<file path="config.mk">
export PLATFORM = sky130hd
export DESIGN_NAME = camera_control_supervisor
export DESIGN_NICKNAME = d
export VERILOG_FILES = /design/src/core/ccs_pkg.sv /design/src/core/ka_if.sv /design/src/core/keepalive_watchdog.sv /design/src/core/camera_control_supervisor.sv
export VERILOG_INCLUDE_DIRS = /design/src /design/src/core
export SDC_FILE = /design/constraint.sdc
export NUM_CORES = 2
export LEC_CHECK = 0
export BUFFER_PORTS_ARGS = -buffer_cell sky130_fd_sc_hd__buf_4
export CORE_MARGIN = 3
export CORE_UTILIZATION = 50
export CTS_BUF_LIST = sky130_fd_sc_hd__clkbuf_8
export DETAILED_ROUTE_END_ITERATION = 8
export PLACE_DENSITY = 0.81
export SYNTH_ARGS = -nofsm -noshare
export SYNTH_HDL_FRONTEND = slang
export SYNTH_SLANG_ARGS = --single-unit
export TNS_END_PERCENT = 30
</file>
<file path="constraint.sdc">
create_clock -name clk_sys -period 9.1 [get_ports clk_sys]
set_input_delay 1.365 -clock clk_sys [delete_from_list [all_inputs] [get_ports clk_sys]]
set_output_delay 1.365 -clock clk_sys [all_outputs]
set_load 0.005 [all_outputs]
</file>
<file path="src/core/ccs_params.svh">
`ifndef CCS_PARAMS_SVH
`define CCS_PARAMS_SVH

`define R_PMODE 16'h0001
`define R_STATUS 16'h0003
`define R_EXPO 16'h0005
`define R_FPS 16'h000a
`define R_SMODE 16'h0019
`define R_CMD 16'h0033
`define R_MAC0 16'h0040
`define R_MAC1 16'h0041
`define R_MAC2 16'h0042
`define R_IP_HI 16'h0043
`define R_IP_LO 16'h0044
`define R_PORT 16'h0045
`define R_KA_TO 16'h004e
`define R_KA_KEY 16'h004f

`define PM_VIDEO_BIT 0
`define PM_SLEEP_BIT 2
`define PM_SWTRIG_BIT 4
`define PM_CLRST_BIT 6
`define SM_AEC_BIT 3
`define SM_ILLUM_BIT 12
`define ST_BOOTLDR_BIT 0
`define ST_READY_BIT 1
`define ST_FACTORY_BIT 6

`define PMODE_RST 16'h0001
`define SMODE_RST 16'h0000
`define EXPO_RST 16'h05dc
`define FPS_RST 16'h002d
`define KA_TO_RST 16'h0000

`define KA_KEY 16'hca82
`define CMD_SAVE 16'h0001
`define CMD_ERASE 16'h0002

`define BL_IP_HI 16'hc0a8
`define BL_IP_LO 16'h000a
`define BL_PORT 16'h2711

`define CLK_PERIOD_NS 10
`define US_NS 1000
`define US_CYCLES (`US_NS / `CLK_PERIOD_NS)
`define SEC_NS 1000000000
`define SEC_CYCLES (`SEC_NS / `CLK_PERIOD_NS)
`define EXPO_MAX_MS 27
`define EXPO_MAX_US (`EXPO_MAX_MS * 1000)
`define FPS_MAX 45
`define US_PER_SEC 1000000
`define TEMP_LIMIT_C 90
`define SYNC_WAIT 2

`endif

</file>
<file path="src/core/ccs_pkg.sv">
package ccs_pkg;

   typedef enum logic [1:0] {BOOT_WAIT, BOOT_SAMPLE, BOOT_RUN} boot_st_t;

   typedef struct packed {
      logic [15:0] pmode;
      logic [15:0] smode;
      logic [15:0] expo;
      logic [15:0] fps;
      logic [15:0] ka_to;
      logic [15:0] mac2;
      logic [15:0] mac1;
      logic [15:0] mac0;
      logic [15:0] ip_hi;
      logic [15:0] ip_lo;
      logic [15:0] port;
   } regmap_img_t;

   typedef struct packed {
      regmap_img_t rm;
      regmap_img_t img_out;
      logic [15:0] act_ip_hi;
      logic [15:0] act_ip_lo;
      logic [15:0] act_port;
      logic [47:0] act_mac;
      logic illum_ext;
      logic boot_ldr;
      logic factory_ld;
      boot_st_t bst;
      logic [1:0] wait_cnt;
      logic [1:0] bs_sync;
      logic [1:0] trig_sync;
      logic trig_prev;
      logic hw_pend;
      logic [6:0] us_cnt;
      logic [19:0] rate_acc;
      logic rate_due;
      logic [14:0] expo_cnt;
      logic busy;
      logic paused;
      logic frame_ready;
      logic frame_start;
      logic [15:0] expo_app;
      logic [15:0] rdata;
      logic rvalid;
      logic save_p;
      logic erase_p;
      logic key_p;
      logic reboot_p;
   } sup_state_t;

   typedef struct packed {
      logic armed;
      logic expired;
      logic [31:0] cyc;
      logic [15:0] sec;
   } wdg_state_t;

endpackage : ccs_pkg

</file>
<file path="src/core/ka_if.sv">
`timescale 1ns/1ns
interface ka_if;
   logic [15:0] timeout_s;
   logic key_ok;
   logic expired;
   modport sup (output timeout_s, output key_ok, input expired);
   modport wdg (input timeout_s, input key_ok, output expired);
endinterface : ka_if

</file>
<file path="src/core/keepalive_watchdog.sv">
`timescale 1ns/1ns
`include "ccs_params.svh"
module keepalive_watchdog #(
   parameter logic [31:0] CYC_PER_SEC = `SEC_CYCLES
) (
   input wire logic clk_sys,
   input wire logic rst,
   input wire logic ce,
   ka_if.wdg ka
);
   import ccs_pkg::*;

   wdg_state_t st_ff;
   wdg_state_t nxt_st;
   logic [16:0] sec_next;

   always_comb begin
      nxt_st = st_ff;
      nxt_st.expired = 1'b0;
      sec_next = {1'b0, st_ff.sec} + 17'h00001;
      if (ka.key_ok) begin
         // every good key restarts the full window
         nxt_st.armed = 1'b1;
         nxt_st.cyc = 32'h0;
         nxt_st.sec = 16'h0;
      end else if (st_ff.armed && ka.timeout_s != 16'h0) begin
         if (st_ff.cyc == CYC_PER_SEC - 32'h1) begin
            nxt_st.cyc = 32'h0;
            if (sec_next >= {1'b0, ka.timeout_s}) begin
               nxt_st.expired = 1'b1;
               nxt_st.armed = 1'b0;
               nxt_st.sec = 16'h0;
            end else begin
               nxt_st.sec = sec_next[15:0];
            end
         end else begin
            nxt_st.cyc = st_ff.cyc + 32'h1;
         end
      end
   end

   always_ff @(posedge clk_sys) begin
      if (rst) begin
         st_ff <= '0;
      end else if (ce) begin
         st_ff <= nxt_st;
      end
   end

   assign ka.expired = st_ff.expired;

endmodule : keepalive_watchdog

</file>
<file path="src/core/camera_control_supervisor.sv">
`timescale 1ns/1ns
`include "ccs_params.svh"
// Behaviour
// - applied exposure never exceeds 27 ms
// - frame rate capped at 45 fps
// - auto exposure owns exposure, host writes ignored
// - manual mode: hardware trigger starts frame
// - manual mode: writing bit 4 starts one frame
// - pause capture at 90 C, resume below
// - nonzero timeout enables link supervision
// - missed key within timeout reboots device
// - timeout counted in whole seconds
// - count only after first key since reboot
// - saved image includes keepalive timeout
// - illumination select applies after reboot only
// - store command saves, reboot restores map
// - erase command restores factory on reboot
// - user MAC overrides factory, saved or lost
// - IP and port changes apply on reconnect, MAC at once
// - boot: firmware unless missing or strapped
// - bootstrap sampled right after startup
// - bootloader uses factory network settings only
// - bit 0 selects manual or video
module camera_control_supervisor #(
   parameter logic [31:0] CYC_PER_SEC = `SEC_CYCLES
) (
   input wire logic clk_sys,
   input wire logic rst,
   input wire logic ce,
   input wire logic reg_wr,
   input wire logic reg_rd,
   input wire logic [15:0] reg_addr,
   input wire logic [15:0] reg_wdata,
   output logic [15:0] reg_rdata,
   output logic reg_rvalid,
   input wire logic trig_pin,
   input wire logic bootstrap_pin,
   input wire logic [7:0] led_temp_c,
   input wire logic [15:0] aec_expo_us,
   input wire logic fw_valid,
   input wire logic [47:0] factory_mac,
   input wire logic flash_img_valid,
   input wire ccs_pkg::regmap_img_t flash_img,
   input wire logic reconnect,
   output logic flash_save,
   output logic flash_erase,
   output ccs_pkg::regmap_img_t flash_img_out,
   output logic frame_start,
   output logic capture_active,
   output logic capture_paused,
   output logic [15:0] exposure_us_applied,
   output logic illum_ext_sel,
   output logic bootloader_mode,
   output logic boot_done,
   output logic [47:0] mac_addr,
   output logic [31:0] ip_addr,
   output logic [15:0] ctrl_port,
   output logic reboot_req
);
   import ccs_pkg::*;

   function automatic logic [15:0] umin16(
      input logic [15:0] a,
      input logic [15:0] b
   );
      return (a < b) ? a : b;
   endfunction : umin16

   function automatic regmap_img_t factory_img(input logic [47:0] mac);
      regmap_img_t r;
      r.pmode = `PMODE_RST;
      r.smode = `SMODE_RST;
      r.expo = `EXPO_RST;
      r.fps = `FPS_RST;
      r.ka_to = `KA_TO_RST;
      r.mac2 = mac[47:32];
      r.mac1 = mac[31:16];
      r.mac0 = mac[15:0];
      r.ip_hi = `BL_IP_HI;
      r.ip_lo = `BL_IP_LO;
      r.port = `BL_PORT;
      return r;
   endfunction : factory_img

   function automatic sup_state_t reset_state();
      sup_state_t s;
      s = '0;
      s.rm = factory_img(48'h0);
      s.img_out = factory_img(48'h0);
      s.act_ip_hi = `BL_IP_HI;
      s.act_ip_lo = `BL_IP_LO;
      s.act_port = `BL_PORT;
      s.bst = BOOT_WAIT;
      return s;
   endfunction : reset_state

   sup_state_t st_ff;
   sup_state_t nxt_st;
   logic [15:0] fps_eff;
   logic [15:0] expo_src;
   logic [15:0] expo_lim;
   logic [20:0] acc_sum;
   logic us_tick;
   logic hw_edge;
   logic running;
   logic video;
   logic want;
   logic start;
   logic done_now;
   logic go_bl;
   logic aec_on;

   ka_if ka ();

   keepalive_watchdog #(
      .CYC_PER_SEC(CYC_PER_SEC)
   ) u_wdg (
      .clk_sys(clk_sys),
      .rst(rst),
      .ce(ce),
      .ka(ka)
   );

   assign ka.timeout_s = st_ff.rm.ka_to;
   assign ka.key_ok = st_ff.key_p;

   always_comb begin
      nxt_st = st_ff;
      aec_on = st_ff.rm.smode[`SM_AEC_BIT];
      fps_eff = umin16(st_ff.rm.fps, 16'(`FPS_MAX));
      expo_src = aec_on ? aec_expo_us : st_ff.rm.expo;
      expo_lim = umin16(expo_src, 16'(`EXPO_MAX_US));
      acc_sum = {1'b0, st_ff.rate_acc} + {5'h00, fps_eff};
      us_tick = (st_ff.us_cnt == 7'(`US_CYCLES - 1));
      hw_edge = st_ff.trig_sync[1] & ~st_ff.trig_prev;
      running = (st_ff.bst == BOOT_RUN) && !st_ff.boot_ldr;
      video = st_ff.rm.pmode[`PM_VIDEO_BIT];
      go_bl = st_ff.bs_sync[1] | ~fw_valid;
      want = 1'b0;
      start = 1'b0;
      done_now = 1'b0;

      // first stage feeds only the second
      nxt_st.bs_sync = {st_ff.bs_sync[0], bootstrap_pin};
      nxt_st.trig_sync = {st_ff.trig_sync[0], trig_pin};
      nxt_st.trig_prev = st_ff.trig_sync[1];

      nxt_st.frame_start = 1'b0;
      nxt_st.rvalid = 1'b0;
      nxt_st.save_p = 1'b0;
      nxt_st.erase_p = 1'b0;
      nxt_st.key_p = 1'b0;
      nxt_st.reboot_p = 1'b0;
      nxt_st.paused = (led_temp_c >= 8'(`TEMP_LIMIT_C));
      nxt_st.expo_app = expo_lim;
      nxt_st.us_cnt = us_tick ? 7'h00 : st_ff.us_cnt + 7'h01;
      nxt_st.act_mac = st_ff.boot_ldr ? factory_mac :
         {st_ff.rm.mac2, st_ff.rm.mac1, st_ff.rm.mac0};

      case (st_ff.bst)
         BOOT_WAIT: begin
            // let the strap reach the second sync stage first
            nxt_st.wait_cnt = st_ff.wait_cnt + 2'h1;
            if (st_ff.wait_cnt == 2'(`SYNC_WAIT - 1)) begin
               nxt_st.bst = BOOT_SAMPLE;
            end
         end
         BOOT_SAMPLE: begin
            nxt_st.boot_ldr = go_bl;
            if (!go_bl && flash_img_valid) begin
               nxt_st.rm = flash_img;
               nxt_st.factory_ld = 1'b0;
            end else begin
               nxt_st.rm = factory_img(factory_mac);
               nxt_st.factory_ld = 1'b1;
            end
            nxt_st.act_ip_hi = nxt_st.rm.ip_hi;
            nxt_st.act_ip_lo = nxt_st.rm.ip_lo;
            nxt_st.act_port = nxt_st.rm.port;
            // active mac must be right once boot_done rises
            nxt_st.act_mac = go_bl ? factory_mac :
               {nxt_st.rm.mac2, nxt_st.rm.mac1, nxt_st.rm.mac0};
            nxt_st.illum_ext = nxt_st.rm.smode[`SM_ILLUM_BIT];
            nxt_st.bst = BOOT_RUN;
         end
         BOOT_RUN: begin
            nxt_st.bst = BOOT_RUN;
         end
         default: begin
            nxt_st.bst = BOOT_WAIT;
         end
      endcase

      if (running) begin
         // a frame in flight completes unless the keepalive expires; only new starts pause
         if (!st_ff.busy && !st_ff.paused &&
             !st_ff.rm.pmode[`PM_SLEEP_BIT]) begin
            if (video) begin
               want = st_ff.rate_due;
            end else begin
               want = st_ff.hw_pend |
                  st_ff.rm.pmode[`PM_SWTRIG_BIT];
            end
         end
         start = want;
         if (start) begin
            nxt_st.busy = 1'b1;
            nxt_st.expo_cnt = expo_lim[14:0];
            nxt_st.frame_start = 1'b1;
            nxt_st.rate_due = 1'b0;
            nxt_st.hw_pend = 1'b0;
            nxt_st.rm.pmode[`PM_SWTRIG_BIT] = 1'b0;
         end
         if (us_tick) begin
            if (video) begin
               // rate by accumulation avoids a divider
               if (acc_sum >= 21'(`US_PER_SEC)) begin
                  nxt_st.rate_acc = 20'(acc_sum - 21'(`US_PER_SEC));
                  nxt_st.rate_due = 1'b1;
               end else begin
                  nxt_st.rate_acc = acc_sum[19:0];
               end
            end
            // long exposure holds busy, so rate falls
            if (st_ff.busy) begin
               if (st_ff.expo_cnt == 15'h0000) begin
                  nxt_st.busy = 1'b0;
                  nxt_st.frame_ready = 1'b1;
                  done_now = 1'b1;
               end else begin
                  nxt_st.expo_cnt = st_ff.expo_cnt - 15'h0001;
               end
            end
         end
         if (!video && hw_edge && !st_ff.paused) begin
            nxt_st.hw_pend = 1'b1;
         end
      end

      if (reg_rd) begin
         nxt_st.rvalid = 1'b1;
         nxt_st.rdata = 16'h0000;
         case (reg_addr)
            `R_PMODE: nxt_st.rdata = st_ff.rm.pmode;
            `R_STATUS: begin
               nxt_st.rdata[`ST_BOOTLDR_BIT] = st_ff.boot_ldr;
               nxt_st.rdata[`ST_READY_BIT] = st_ff.frame_ready;
               nxt_st.rdata[`ST_FACTORY_BIT] = st_ff.factory_ld;
            end
            `R_EXPO: nxt_st.rdata = st_ff.expo_app;
            `R_FPS: nxt_st.rdata = st_ff.rm.fps;
            `R_SMODE: nxt_st.rdata = st_ff.rm.smode;
            `R_MAC0: nxt_st.rdata = st_ff.rm.mac0;
            `R_MAC1: nxt_st.rdata = st_ff.rm.mac1;
            `R_MAC2: nxt_st.rdata = st_ff.rm.mac2;
            `R_IP_HI: nxt_st.rdata = st_ff.rm.ip_hi;
            `R_IP_LO: nxt_st.rdata = st_ff.rm.ip_lo;
            `R_PORT: nxt_st.rdata = st_ff.rm.port;
            `R_KA_TO: nxt_st.rdata = st_ff.rm.ka_to;
            default: nxt_st.rdata = 16'h0000;
         endcase
      end

      // writes before boot completes would be overwritten by restore
      if (reg_wr && st_ff.bst == BOOT_RUN) begin
         case (reg_addr)
            `R_PMODE: begin
               nxt_st.rm.pmode = reg_wdata;
               nxt_st.rm.pmode[`PM_CLRST_BIT] = 1'b0;
               if (reg_wdata[`PM_CLRST_BIT] && !done_now) begin
                  nxt_st.frame_ready = 1'b0;
               end
            end
            `R_EXPO: begin
               if (!aec_on) begin
                  nxt_st.rm.expo = reg_wdata;
               end
            end
            `R_FPS: nxt_st.rm.fps = reg_wdata;
            `R_SMODE: nxt_st.rm.smode = reg_wdata;
            `R_MAC0: nxt_st.rm.mac0 = reg_wdata;
            `R_MAC1: nxt_st.rm.mac1 = reg_wdata;
            `R_MAC2: nxt_st.rm.mac2 = reg_wdata;
            `R_IP_HI: nxt_st.rm.ip_hi = reg_wdata;
            `R_IP_LO: nxt_st.rm.ip_lo = reg_wdata;
            `R_PORT: nxt_st.rm.port = reg_wdata;
            `R_KA_TO: nxt_st.rm.ka_to = reg_wdata;
            `R_KA_KEY: begin
               if (reg_wdata == `KA_KEY) begin
                  nxt_st.key_p = 1'b1;
               end
            end
            `R_CMD: begin
               if (reg_wdata == `CMD_SAVE) begin
                  nxt_st.save_p = 1'b1;
                  nxt_st.img_out = st_ff.rm;
               end else if (reg_wdata == `CMD_ERASE) begin
                  nxt_st.erase_p = 1'b1;
               end
            end
            default: begin
               nxt_st.rm = nxt_st.rm;
            end
         endcase
      end

      if (reconnect && running) begin
         nxt_st.act_ip_hi = st_ff.rm.ip_hi;
         nxt_st.act_ip_lo = st_ff.rm.ip_lo;
         nxt_st.act_port = st_ff.rm.port;
      end

      // soft reboot: unsaved settings are dropped by the restore
      if (ka.expired) begin
         nxt_st.reboot_p = 1'b1;
         nxt_st.bst = BOOT_WAIT;
         nxt_st.wait_cnt = 2'h0;
         nxt_st.busy = 1'b0;
         nxt_st.hw_pend = 1'b0;
         nxt_st.rate_due = 1'b0;
         nxt_st.rate_acc = 20'h00000;
         nxt_st.key_p = 1'b0;
      end
   end

   always_ff @(posedge clk_sys) begin
      if (rst) begin
         st_ff <= reset_state();
      end else if (ce) begin
         st_ff <= nxt_st;
      end
   end

   assign reg_rdata = st_ff.rdata;
   assign reg_rvalid = st_ff.rvalid;
   assign flash_save = st_ff.save_p;
   assign flash_erase = st_ff.erase_p;
   assign flash_img_out = st_ff.img_out;
   assign frame_start = st_ff.frame_start;
   assign capture_active = st_ff.busy;
   assign capture_paused = st_ff.paused;
   assign exposure_us_applied = st_ff.expo_app;
   assign illum_ext_sel = st_ff.illum_ext;
   assign bootloader_mode = st_ff.boot_ldr;
   assign boot_done = (st_ff.bst == BOOT_RUN);
   assign mac_addr = st_ff.act_mac;
   assign ip_addr = {st_ff.act_ip_hi, st_ff.act_ip_lo};
   assign ctrl_port = st_ff.act_port;
   assign reboot_req = st_ff.reboot_p;

endmodule : camera_control_supervisor

</file>
==> results.md <==
* Clk Latency, worst-skew pair at 730 ps
* First-pass iteration count of the detailed router at 9
* Placed cells at 5,202
* Worst Path Max Fanout at 15
* Tcrit/Tclk final at 0.655
* # DRC at 0
* Via count at 33,700
* Synth area leaders: dfxtp_1 37%, nand2_1 9.5%, buf_4 7.0%
* Die X at 261 um
* Final min period at 5960 ps
* Share of layout cells above drive strength 1 at 0.200
* Setup TNS at 0 ps
* Starting DRT DRC Count at 4,633
* CTS tree: built
* CTS Sinks at 595
* Post-synth EDFFs at 0
* Final core utilization at 0.583
* Core Area at 0.0637 mm2
* Max Clk Rate at 168 MHz
* #FFs+latches synth at 595
* Setup Buffers After CTS at 0
* Final slew viol count at 0
* Inserted Clock Buffers at 101
* Most used cell, CP: nor4_1
* Reg power frac at 0.417
* Antenna viol nets, final at 0
* Starting Density at 0.510
* Vias in the first global route at 30,700
* Post-synth top cells: 820 x nand2_1, 595 x dfxtp_1, 447 x nor2_1, 408 x a21oi_1, 320 x clkbuf_1
* Final Net Count at 4,796
* CP required at 9650 ps
* Clock power share at 0.351
* GRT Overall Usage at 0.383
* Yosys top cell area share at 0.367
* Sw Ratio at 0.339
* Int Pwr at 4.78 mW
* First-pass GRT wire length at 196,000 um
* Startpoint Class: flop
* Slew HR at 0.198
* Seq/Total Area, Yosys at 0.367
* Hold Startpoint: flash_img_out[40]
* Row count at 92
* H-tree depth reported by CTS at 3
* Final worst setup slack at 3140 ps
* Worst R2R Start: st_ff[492]
* Final setup viols at 0
* Final wirelength at 137,000 um
* IO Port Bufs at 602
* Most frequent cell after synthesis: nand2_1
* Area Overhead vs Synth at 14.5%
* Static Leak at 14.7 nW
* Area post-placement at 0.0350 mm2
* Worst vdd ir at 0.129 mV
* Io pins at 604
* Grt ovf at 0
* Clock buffer depth at 3
* WS Path Type: reg -> reg
* Async SR Flop Fraction at 0
* Max-cap violations at 0
* Mean routed wirelength per cell at 25.3 um
* Netlist Area Pre-Place at 0.0324 mm2
* Sw Pwr at 2.45 mW
* Min Hold Slack at 452 ps
* DP HPWL at 94,900 um
* Power Density at 195 mW/mm2
* Post-cts resize count at 0
* Die ar. at 0.0680 mm2
* Largest net degree at the start of global routing at 204
* DIE HEIGHT at 261 um
* Least-Margin Pin Slew at 1200 ps
* Slowest CP cell: a211oi_2
* Post-Synthesis Cells at 4,352
* CP Capture Type: flop
* CP peak stage delay at 940 ps
* Worst min path class: reg -> reg
* RSZ-0062 raised after global routing: no
* Final Cell Area at 0.0371 mm2
* Critical-path cell list: nor4_1, nand3_1, a21o_1, or2_2, ha_1, fa_1, a21o_1, a221o_2, xor2_1, ha_1, nor4b_1, nand3_1, nor4_1, nor4_1, a211oi_2, nor4b_1, xnor2_1, o21ai_1
* Finished Layout Cells at 5,403
* Area leader, netlist: dfxtp_1
* Skew final at 53.2 ps
* Crit path arrival time at 6510 ps
* Clk root buf: clkbuf_8
* Initial antenna violation count at 18
* CTS clk-pin slew, worst paths at 70 ps
* Post-Syn Area per Cell at 7.46 um2
* DR vias/cell at 6.24
* Crit. Startpoint: st_ff[492]
* Combinational fraction of design power at 0.231
* Most used DFF post-synth: dfxtp_1
* Final Hold Vio Count at 0
* Yosys cell types at 75
* Outcome: finished, final reports clean
* Yosys warns at 0
* Total power at 7.24 mW
* Hold buffer count at cts at 0
* Routability Congestion at 0.968
* Setup Slack @ Placement at 3240 ps
## worst paths after layout
path / to / slack [ps] / cells after the start
setup / recovery: st_ff[70] / 3140 / 18
setup reg to reg: st_ff[70] / 3140 / 18
hold / removal: flash_img_out[40] / 450 / 2
hold reg to reg: flash_img_out[40] / 450 / 2
## cell usage in the layout (no fill, tap or decap), types with 10 or more instances in the layout
cell type and count:
nand2b_1 12, a221o_1 15, inv_1 71, xor2_1 32, diode_2 12, a222oi_1 13, a21o_1 15, clkbuf_8 127
a311oi_1 33, nand3_1 186, nor2_1 443, mux2_2 54, or3_1 14, nand2_1 819, a22oi_1 29, a211oi_1 35
mux2i_1 34, a221oi_1 46, xnor2_1 33, conb_1 10, o211ai_1 163, or2_2 17, dfxtp_1 594, a21oi_1 407
nor4_1 26, and3_1 73, nor2b_1 17, o21ai_0 236, a211o_1 35, nor4b_1 12, a22o_1 35, nand4_1 17
a31oi_1 22, ha_1 43, nor3_1 38, clkinv_2 15, buf_4 643
## cell families (layout without fill, tap and decap cells)
family	Yosys count	in the layout	synth area share
flops	595	595	0.367
mux	88	88	0.0292
other cells	1	22	0.000116
fa+ha+maj	45	45	0.0176
buf+inv	690	874	0.115
xor+xnor	65	65	0.0175
compound gates	1154	1154	0.227
simple gates	1714	1714	0.227
## layout make-up
| type | instances | area (um2) |
|---|---|---|
| fill | 5889 | 26500 |
| multi-input combinational | 3076 | 17000 |
| sequential | 595 | 11900 |
| timing repair buffer | 648 | 4910 |
| clock buffer | 127 | 1750 |
| tap | 846 | 1060 |
| clock inverter | 60 | 372 |
| inverter | 39 | 153 |
| antenna | 12 | 30.0 |
## worst max-delay path: cells and delay by family, from the launching register on
family / cells / cell delay [ps]
fa+ha+maj: 3 / 840
simple gates: 8 / 2100
xor+xnor: 2 / 570
compound gates: 5 / 1920
flops: 1 / 380
## state kept, by name, indices dropped and copies added, names as in the netlist, 16 cells and up
signal / count
reg_rdata: 16
st_ff: 211
mac_addr: 48
flash_img_out: 176
exposure_us_applied: 16
ip_addr: 32
ctrl_port: 16
ka.timeout_s: 16
u_wdg.st_ff: 49
## power groups by stage
stage	sequential, mW	combinational, mW	clock [mW]
6_report	3.02	1.68	2.54
5_1_grt	3.03	1.83	2.66
4_1_cts	3.01	1.64	2.55
3_5_place_dp	3.07	1.64	0
2_1_floorplan	2.94	1.18	0
3_3_place_gp	3.06	1.61	0
## routing by layer
layer	track usage	routed length [um]
met1	0.474	51700
met2	0.571	58600
met3	0.110	16100
met4	0.269	10000
met5	0.00146	109
No activity file was read; power rests on OpenSTA's default activity.
